[config.mk]
export PLATFORM = sky130hd
export DESIGN_NAME = lta_core
export DESIGN_NICKNAME = d
export VERILOG_FILES = /design/src/core/lta_pkg.sv /design/src/core/lta_core.sv
export SDC_FILE = /design/constraint.sdc
export NUM_CORES = 1
export LEC_CHECK = 0
export BUFFER_PORTS_ARGS = -buffer_cell sky130_fd_sc_hd__buf_2
export CAP_MARGIN = 15
export CORE_MARGIN = 10
export CORE_UTILIZATION = 55
export CTS_CLUSTER_SIZE = 24
export DETAILED_ROUTE_END_ITERATION = 16
export PLACE_DENSITY = 0.78
export SYNTH_ARGS = -nofsm -noshare
export SYNTH_HDL_FRONTEND = slang
export SYNTH_SLANG_ARGS = --single-unit
[constraint.sdc]
create_clock -name clk -period 4.7 [get_ports clk]
set_clock_uncertainty 0.2 [all_clocks]
set_input_delay 0 -clock clk [delete_from_list [all_inputs] [get_ports clk]]
set_output_delay 0 -clock clk [all_outputs]
set_load 0.005 [all_outputs]
[src/core/lta_pkg.sv]
// package for the light threshold alert and range block
// assumes one 250 MHz clock and a converter that reports one channel at a time
package lta_pkg;
    localparam int          CLK_NS      = 4;
    localparam int          PULSE_NS    = 1000;
    localparam int          PULSE_CYC   = PULSE_NS / CLK_NS;
    localparam logic [7:0]  A_THR_LO    = 8'h00;
    localparam logic [7:0]  A_THR_HI    = 8'h04;
    localparam logic [7:0]  A_CFG       = 8'h08;
    localparam logic [7:0]  A_FLAGS     = 8'h0C;
    localparam logic [7:0]  A_RANGES    = 8'h10;
    localparam int          C_LATCH     = 0;
    localparam int          C_POL       = 1;
    localparam int          C_FCNT      = 2;
    localparam int          C_ICFG      = 4;
    localparam int          C_CHSEL     = 6;
    localparam int          C_RANGE     = 8;
    localparam logic [15:0] CFG_RST     = 16'h0C00;
    localparam logic [15:0] THR_LO_RST  = 16'h0000;
    localparam logic [15:0] THR_HI_RST  = 16'hFFFF;
    localparam logic [3:0]  RNG_AUTO    = 4'hC;
    localparam logic [3:0]  RNG_TOP     = 4'h6;
    localparam logic [1:0]  ICFG_FAULT  = 2'h0;
    localparam logic [1:0]  ICFG_EACH   = 2'h1;
    localparam logic [1:0]  ICFG_ALL4   = 2'h3;
    localparam logic [19:0] NEAR_TOP    = 20'hE0000;
    localparam logic [19:0] NEAR_BOT1   = 20'h40000;
    localparam logic [19:0] NEAR_BOT2   = 20'h10000;
    localparam logic [4:0]  THR_SHIFT   = 5'h08;

    typedef struct packed {
        logic        valid;
        logic [1:0]  ch;
        logic [19:0] mantissa;
        logic        overflow;
    } lta_meas_s;

    typedef struct packed {
        logic [15:0]      thr_lo;
        logic [15:0]      thr_hi;
        logic [15:0]      cfg;
        logic             flag_h;
        logic             flag_l;
        logic [3:0]       hi_cnt;
        logic [3:0]       lo_cnt;
        logic [3:0][3:0]  rng;
        logic [1:0]       conv_cnt;
        logic [7:0]       pulse_cnt;
        logic             retake;
        logic [15:0]      rdata;
    } lta_state_s;

    localparam lta_state_s STATE_RST = '{
        thr_lo: THR_LO_RST, thr_hi: THR_HI_RST, cfg: CFG_RST,
        flag_h: 1'b0, flag_l: 1'b0, hi_cnt: 4'h0, lo_cnt: 4'h0,
        rng: 16'h0000, conv_cnt: 2'h0, pulse_cnt: 8'h00,
        retake: 1'b0, rdata: 16'h0000};
endpackage : lta_pkg

[src/core/lta_core.sv]
// threshold alert, limit flags and full-scale range selection
// assumes meas arrives one cycle per finished conversion, synchronous to clk
// Contract
// alert line is open-drain only
// polarity setting picks alert active level
// mode bit: 0 hysteresis, 1 latched window
// hysteresis: alert above upper, off below lower
// hysteresis flags follow side, hold between limits
// hysteresis re-evaluates after every conversion
// latched: outside window asserts alert, sets flag
// latched state held until flags register read
// fault compares selected channel to limits
// change only after programmed consecutive faults
// compare only the selected channel
// flags update whatever alert function setting
// function 1: 1us pulse per conversion
// function 3: 1us pulse every four conversions
// range code 0xC enters automatic selection
// auto: down one/two near bottom, up near top
// auto overflow: discard, step up, retake
// each channel keeps its own range state
// manual codes 0..6 fix the range
// thresholds expanded by shift eight plus exponent
// non-fault restarts count; other functions reserved
`timescale 1ns/1ps
module lta_core (
    input  wire logic              clk,
    input  wire logic              rst_b,
    input  wire logic [7:0]        addr,
    input  wire logic [15:0]       wdata,
    input  wire logic              wr,
    input  wire logic              rd,
    output logic [15:0]            rdata,
    input  wire lta_pkg::lta_meas_s meas,
    output logic [15:0]            rng_o,
    output logic                   retake,
    input  wire logic              alert_i,
    output logic                   alert_o,
    output logic                   alert_oe
);
    import lta_pkg::*;

    lta_state_s s_r;
    lta_state_s s_nxt;

    function automatic logic [35:0] thr_expand(input logic [15:0] t);
        thr_expand = 36'(t[11:0]) << (THR_SHIFT + 5'(t[15:12]));
    endfunction : thr_expand

    function automatic logic [3:0] eff_range(input logic [3:0] cfg_rng,
                                             input logic [3:0] auto_rng);
        eff_range = (cfg_rng <= RNG_TOP) ? cfg_rng : auto_rng;
    endfunction : eff_range

    function automatic logic [3:0] auto_next(input logic [3:0]  cur,
                                             input logic [19:0] m);
        if (m >= NEAR_TOP && cur < RNG_TOP) begin
            auto_next = cur + 4'h1;
        end else if (m < NEAR_BOT2 && cur >= 4'h2) begin
            auto_next = cur - 4'h2;
        end else if (m < NEAR_BOT1 && cur != 4'h0) begin
            auto_next = cur - 4'h1;
        end else begin
            auto_next = cur;
        end
    endfunction : auto_next

    logic        latched;
    logic [1:0]  icfg;
    logic [3:0]  cfg_rng;
    logic        auto_md;
    logic [3:0]  target;
    logic        fault_act;
    logic        asserted;
    logic        clr_rd;
    logic [3:0]  cur;
    logic [35:0] code;
    logic        hi;
    logic        lo;
    logic        hi_hit;
    logic        lo_hit;
    logic        sel_ok;

    assign latched   = s_r.cfg[C_LATCH];
    assign icfg      = s_r.cfg[C_ICFG +: 2];
    assign cfg_rng   = s_r.cfg[C_RANGE +: 4];
    assign auto_md   = (cfg_rng == RNG_AUTO);
    assign target    = 4'h1 << s_r.cfg[C_FCNT +: 2];
    assign fault_act = latched ? (s_r.flag_h | s_r.flag_l)
                               : s_r.flag_h;
    assign asserted  = (icfg == ICFG_FAULT) ? fault_act
                     : (icfg == ICFG_EACH || icfg == ICFG_ALL4)
                       && (s_r.pulse_cnt != 8'h00);
    assign clr_rd    = rd && (addr == A_FLAGS);
    assign cur       = eff_range(cfg_rng, s_r.rng[meas.ch]);
    assign code      = 36'(meas.mantissa) << cur;
    assign hi        = code > thr_expand(s_r.thr_hi);
    assign lo        = code < thr_expand(s_r.thr_lo);
    assign hi_hit    = hi && (5'(s_r.hi_cnt) + 5'h01 >= 5'(target));
    assign lo_hit    = lo && (5'(s_r.lo_cnt) + 5'h01 >= 5'(target));
    assign sel_ok    = meas.valid && !(auto_md && meas.overflow)
                       && (meas.ch == s_r.cfg[C_CHSEL +: 2]);

    // open-drain: only ever pulls low, enable carries the level
    assign alert_o  = 1'b0;
    assign alert_oe = s_r.cfg[C_POL] ? !asserted : asserted;
    assign rdata    = s_r.rdata;
    assign retake   = s_r.retake;
    always_comb begin
        for (int i = 0; i < 4; i++) begin
            rng_o[i*4 +: 4] = eff_range(cfg_rng, s_r.rng[i]);
        end
    end

    always_comb begin
        s_nxt = s_r;
        s_nxt.retake = 1'b0;
        if (s_r.pulse_cnt != 8'h00) begin
            s_nxt.pulse_cnt = s_r.pulse_cnt - 8'h01;
        end
        // register writes
        if (wr) begin
            case (addr)
                A_THR_LO: s_nxt.thr_lo = wdata;
                A_THR_HI: s_nxt.thr_hi = wdata;
                A_CFG:    s_nxt.cfg    = wdata;
                default:  s_nxt.cfg    = s_r.cfg;
            endcase
        end
        // register reads, data one cycle later
        if (rd) begin
            case (addr)
                A_THR_LO: s_nxt.rdata = s_r.thr_lo;
                A_THR_HI: s_nxt.rdata = s_r.thr_hi;
                A_CFG:    s_nxt.rdata = s_r.cfg;
                A_FLAGS:  s_nxt.rdata = {13'h0, alert_i == s_r.cfg[C_POL],
                                         s_r.flag_h, s_r.flag_l};
                A_RANGES: s_nxt.rdata = {s_r.rng[3], s_r.rng[2],
                                         s_r.rng[1], s_r.rng[0]};
                default:  s_nxt.rdata = 16'h0000;
            endcase
        end
        // latched state released by reading flags; new events win below
        if (latched && clr_rd) begin
            s_nxt.flag_h = 1'b0;
            s_nxt.flag_l = 1'b0;
        end
        if (meas.valid) begin
            if (auto_md && meas.overflow) begin
                if (cur < RNG_TOP) begin
                    s_nxt.rng[meas.ch] = cur + 4'h1;
                    s_nxt.retake = 1'b1;
                end
            end else begin
                if (auto_md) begin
                    s_nxt.rng[meas.ch] = auto_next(cur, meas.mantissa);
                end
                s_nxt.conv_cnt = s_r.conv_cnt + 2'h1;
                if (icfg == ICFG_EACH) begin
                    s_nxt.pulse_cnt = 8'(PULSE_CYC);
                end
                if (icfg == ICFG_ALL4 && s_r.conv_cnt == 2'h3) begin
                    s_nxt.pulse_cnt = 8'(PULSE_CYC);
                end
            end
        end
        // flags update whatever the alert function
        if (sel_ok) begin
            s_nxt.hi_cnt = hi ? ((s_r.hi_cnt < 4'h8) ? s_r.hi_cnt + 4'h1
                                                     : s_r.hi_cnt)
                              : 4'h0;
            s_nxt.lo_cnt = lo ? ((s_r.lo_cnt < 4'h8) ? s_r.lo_cnt + 4'h1
                                                     : s_r.lo_cnt)
                              : 4'h0;
            if (!latched) begin
                if (hi_hit) begin
                    s_nxt.flag_h = 1'b1;
                    s_nxt.flag_l = 1'b0;
                end else if (lo_hit) begin
                    s_nxt.flag_h = 1'b0;
                    s_nxt.flag_l = 1'b1;
                end
            end else begin
                if (hi_hit) begin
                    s_nxt.flag_h = 1'b1;
                end
                if (lo_hit) begin
                    s_nxt.flag_l = 1'b1;
                end
            end
        end
    end

    always_ff @(posedge clk or negedge rst_b) begin
        if (!rst_b) begin
            s_r <= STATE_RST;
        end else begin
            s_r <= s_nxt;
        end
    end
endmodule : lta_core

# Word-level counts from Yosys, hierarchy flattened
# Index checks and enable logic that the tools add are counted.
totals:
  word_cells: 129
  out_inout_bits: 35
  in_bits: 53
  reg_bits: 101
classes:
  order_cmp: 14
  mux: 42
  bitwise: 2
  shift: 4
  addsub: 11
  reduce_logical: 28
  n_eq_ne: 13
ops:
  columns: ["operator", "n"]
  rows:
  - ["case mux 16 bit (5 select lines)", 1]
  - ["left shift 12 x 5 -> 36 bit", 2]
  - ["2-to-1 mux 4 bit", 17]
  - ["2-to-1 mux 16 bit", 3]
  - ["greater-than comparator 36 bit", 1]
  - ["less-than comparator 36 bit", 1]
  - ["left shift 20 x 4 -> 36 bit", 1]
  - ["bitwise mux 16 bit", 2]
  - ["2-to-1 mux 8 bit", 4]
  - [">= comparator 20 bit (second input constant)", 1]
  - ["less-than comparator 20 x 17 -> 1 bit (second input constant)", 1]
  - ["less-than comparator 20 x 19 -> 1 bit (second input constant)", 1]
  - ["== test 8 x 4 -> 1 bit (second input constant)", 2]
  - ["logical AND 1 bit", 13]
  - ["adder 4 x 1 -> 4 bit (second input constant)", 3]
  - ["AND reduction 2 bit", 6]
  - ["adder 4 x 1 -> 5 bit (second input constant)", 2]
  - ["adder 4 x 4 -> 5 bit (first input constant)", 2]
  - [">= comparator 5 x 4 -> 1 bit", 2]
  - ["2-to-1 mux 10 bit", 1]
  - ["2-to-1 mux 9 bit", 1]
  - ["binary-select mux 4 bit (select 2 bit)", 1]
  - ["demux 4 bit (select 2 bit)", 1]
  - ["== test 8 x 3 -> 1 bit (second input constant)", 1]
  - ["other kinds (30)", 44]

# Longest topological paths before layout
depth:
  depth_word: 14
  mapped_depth: 21

# Least setup slack after synthesis
# No wires, ideal clock.
synth_path:
  path_type: "register to register"
  start: "reg s_r, in the netlist cfg_rng[2]"
  end: "reg s_r[51] in the netlist's numbering"
  synth_period_minus_slack_ns: 5.062
  stages_incl_launch_ff: 19
  setup_ns: 0.129
  t_arrival_ns: 4.733
  path_slack_ns: -0.362
  cell_sequence: "dfstp_2 clkbuf_1 nand3_1 a22oi_4 clkbuf_1 buf_1 mux2i_1 mux2i_1 mux2i_1 o21ai_0 ha_1 nand4_1 nor4_1 nand3_1 o311a_1 o31a_1 or2_0 buf_2 o41a_1"
synth_rtl:
  columns: ["item", "line", "rtl"]
  rows:
  - ["start, declared", "lta_core.sv:43", "lta_state_s s_r;"]
  - ["start signal, assigned", "lta_core.sv:198", "s_r <= s_nxt;"]

# Worst setup path in the final report
layout_path:
  start: "reg s_r[39] in the netlist's numbering"
  end: "reg s_r[48] in the netlist's numbering"
layout_via:
  elab_chain_cells: 7
layout_rtl:
  columns: ["item", "line", "rtl"]
  rows:
  - ["binary-select mux 4 bit (select 2 bit) *", "lta_core.sv:95", "assign cur = eff_range(cfg_rng, s_r.rng[meas.ch]);"]
  - ["2-to-1 mux 4 bit (implied by the code) *", "lta_core.sv:95", null]
  - ["2-to-1 mux 4 bit *", "lta_core.sv:52", "eff_range = (cfg_rng <= RNG_TOP) ? cfg_rng : auto_rng;"]
  - ["left shift 20 x 4 -> 36 bit *", "lta_core.sv:96", "assign code = 36'(meas.mantissa) << cur;"]
  - ["greater-than comparator 36 bit *", "lta_core.sv:97", "assign hi = code > thr_expand(s_r.thr_hi);"]
  - ["!= test 2 x 1 -> 1 bit (no source line)", null, null]
  - ["AND reduction 2 bit (no source line)", null, null]
# Mark *: on every way between the ends. The rest lies on a longest branch, timed or not. The select of a mux whose other input is x is not followed.
# A chain may end at the register's enable or synchronous reset.

==> out/results.ini <==
[outcome]
outcome=finished, final reports clean

[timing]
fmaxAchievable_mhz=214
setup_violations=0
max_slew_margin=0.311
timing_worst_slew_pin_value_ns=1.03
layout_worst_path_cycle_share=0.995
setup-tns-final_ns=0
timing.final.hold_violations=0
final_max_slew_viol_count=0
grt_setup_unrepaired=true
finalWorstPathRequiredPeriod_ns=4.68

[final_layout]
area.growth.synth_to_final_pct=19.2
utilization=0.664
num-nets-final=1285
layout.cells.most_common=nand2_1
antenna_diode_count=0
most_used_cells_in_the_layout_excluding_fill_and_tap_cells=103 x nand2_1, 94 x mux2i_1, 89 x mux2_2
post_route_cells_drive_above_1_share=0.286

[placement]
place.gp.congestion=0.979
port_buffers=86
detailed_place_hpwl_um=21500

[global_route]
via_count_of_the_first_global_routing_pass=8291
global_route_wire_length_before_repair_um=43900
number_of_antenna_violations_at_the_first_check_in_global_routing=0
grt_max_degree=63
globalRouteTotalUtil=0.245
remaining_overflow_grt=0

[synthesis]
synth_top_area_share=0.226
synthesis.area_per_instance_um2=9.05
syn_area_mm2=0.00921
synth_area_leaders=dfrtp_1 23%, mux2i_1 12%, ha_1 11%
number_of_storage_elements_in_the_synthesis_netlist=101
synth_enable_flop_cells=0
yosys_most_used_dff=dfrtp_1
synth-warning-count=0
synthesis.instances=1017
asyncSetResetFlopFracSynth=1.00
synth_sequential_area_ratio=0.277
yosysTopAreaCell=dfrtp_1
synth.lib_cells_used.distinct=68

[drt]
num_vias=8510
postRouteAntennaNets=0
route.detailed.wl_per_inst_um=20.4
detailedRoute.firstIterationViolations=901
via_per_inst=6.20
wl_um=28100
drcViolationCount=0
first_pass_detailed_route_iteration_total=6

[cts]
clock_tree.root_cell=clkbuf_16
tritoncts=done
cts_buffers=9
clock_latency_ns=0.36
cts-root-to-sink-buffers=2
clock_sink_count=101
cts-htree-levels=3
clk_pin_slew_ns=0.08

[die]
fp.dieArea_mm2=0.0223
die_width_um=149
initial_core_util=0.557
core_area_mm2=0.0165
num_rows=47
die_h_um=149
pin_count=88

[pwr]
internal_power_uw=1790
sequential_fraction_of_design_power=0.398
irDropWorstVdd_uv=319
switching_power_uw=986
power.static_leakage_uw=0.00514
net_switching_share_of_the_total_power=0.355
combinationalPowerShare=0.335
share_clk_of_total_power=0.267
power.density_mw_per_mm2=253

[setup_path]
critical_path.startpoint_type=flip-flop
critical_path_type=reg -> reg
crit_path_max_fanout=7
worst_ep_required_time_ns=4.78
capturing_element_type_of_the_critical_path=flip-flop
critPathArrivalTime_ns=4.76

[flow_run]
maxCapViolations=0

[hold_path]
hp-class=in -> reg

[routing by layer]
layer	GRT usage	vias to the layer above	wire length, um
met1	0.308	4102	11900
met2	0.396	349	13000
li1	-	3996	-
met4	0.0800	0	885
met5	0	-	0
met3	0.0713	63	2290
[flip-flops by register name (all words and copies together), names as in the netlist]
signal / cells
s_r: 77
rdata: 16
cfg_rng: 4
icfg: 2
latched: 1
retake: 1
[worst paths after layout]
check / depth (start not counted) / slack (ns) / startpoint / to
max in group asynchronous: 4 / 2.96 / rst_b / retake
worst max register to register: 16 / 0.02 / s_r[39] / s_r[48]
worst min-delay path: 4 / 0.04 / meas[21] / s_r[33]
worst max-delay path: 16 / 0.02 / s_r[39] / s_r[48]
min in group asynchronous: 3 / 0.54 / rst_b / s_r[84]
worst min register to register: 1 / 0.28 / s_r[25] / s_r[25]
[critical path: stages (launching register included)]
cell and delay [ns]:
dfrtp_1 0.38, mux4_2 0.53, a22oi_4 0.31, buf_12 0.19, mux2i_1 0.30, mux2i_1 0.19, mux2i_1 0.24, o22ai_1 0.14
ha_1 0.31, nand4_1 0.16, nor4_4 0.33, nand3_2 0.13, o311a_1 0.35, o31a_1 0.12, buf_4 0.14, or4b_1 0.49
o211ai_1 0.09
[layout make-up]
cell class / instances / area [um2]
Clock buffer: 9 / 225
Clock inverter: 7 / 66.3
Fill cell: 1291 / 5540
Inverter: 34 / 128
Multi-Input combinational cell: 824 / 6460
Sequential cell: 101 / 2550
Tap cell: 220 / 275
Timing Repair Buffer: 178 / 1280
[stage by stage]
step	power [uW]	cells	hold slack [ns]	area, um2	setup slack [ns]
floorplan	1680	1029	-0.496	9270	0.00617
global placement	1930	1320	-0.197	10100	0.00122
detailed placement	1960	1320	-0.200	10100	-0.0202
CTS	2710	1359	0.0184	10600	0.0398
global route	2940	1373	0.0474	11000	-0.201
finish	2780	1373	0.0392	11000	0.0243
[cells in the mapped netlist, drive strengths merged (13+ instances only)]
cell type / n
a222oi: 13
nor3: 14
mux2: 89
dfrtp: 83
a21o: 13
inv: 31
clkbuf: 42
nor2: 70
mux2i: 110
o22ai: 21
nand2: 103
o21ai: 40
dfstp: 18
and3: 13
a21oi: 52
ha: 84
nand3: 29
or2: 13
buf: 28
nand2b: 13
[power groups by stage]
stage / logic (uW) / clock network, uW / registers [uW]
after global placement: 813 / 0 / 1110
after floorplan: 623 / 0 / 1060
after global routing: 1040 / 780 / 1120
after CTS: 864 / 746 / 1100
final: 929 / 742 / 1110
after detailed placement: 842 / 0 / 1110
[repair_timing]
action	4_1_cts	5_1_grt
endpoints found under the hold margin	105	0
resized for setup	2	46
setup endpoints to repair	4	9
hold buffers	23	0
gates cloned	0	3
setup buffers	0	11
pin swaps	0	20
[cells by family (layout without fill, tap and decap cells)]
family | Yosys count | in the layout | synth area share
simple gates | 300 | 300 | 0.154
compound gates | 205 | 205 | 0.149
mux | 203 | 203 | 0.238
buf+inv | 104 | 228 | 0.0505
flops | 101 | 101 | 0.277
fa+ha+maj | 84 | 84 | 0.114
xor+xnor | 18 | 18 | 0.0171
other cells | 2 | 14 | 0.000816
Power figures use the tool's default switching activity.
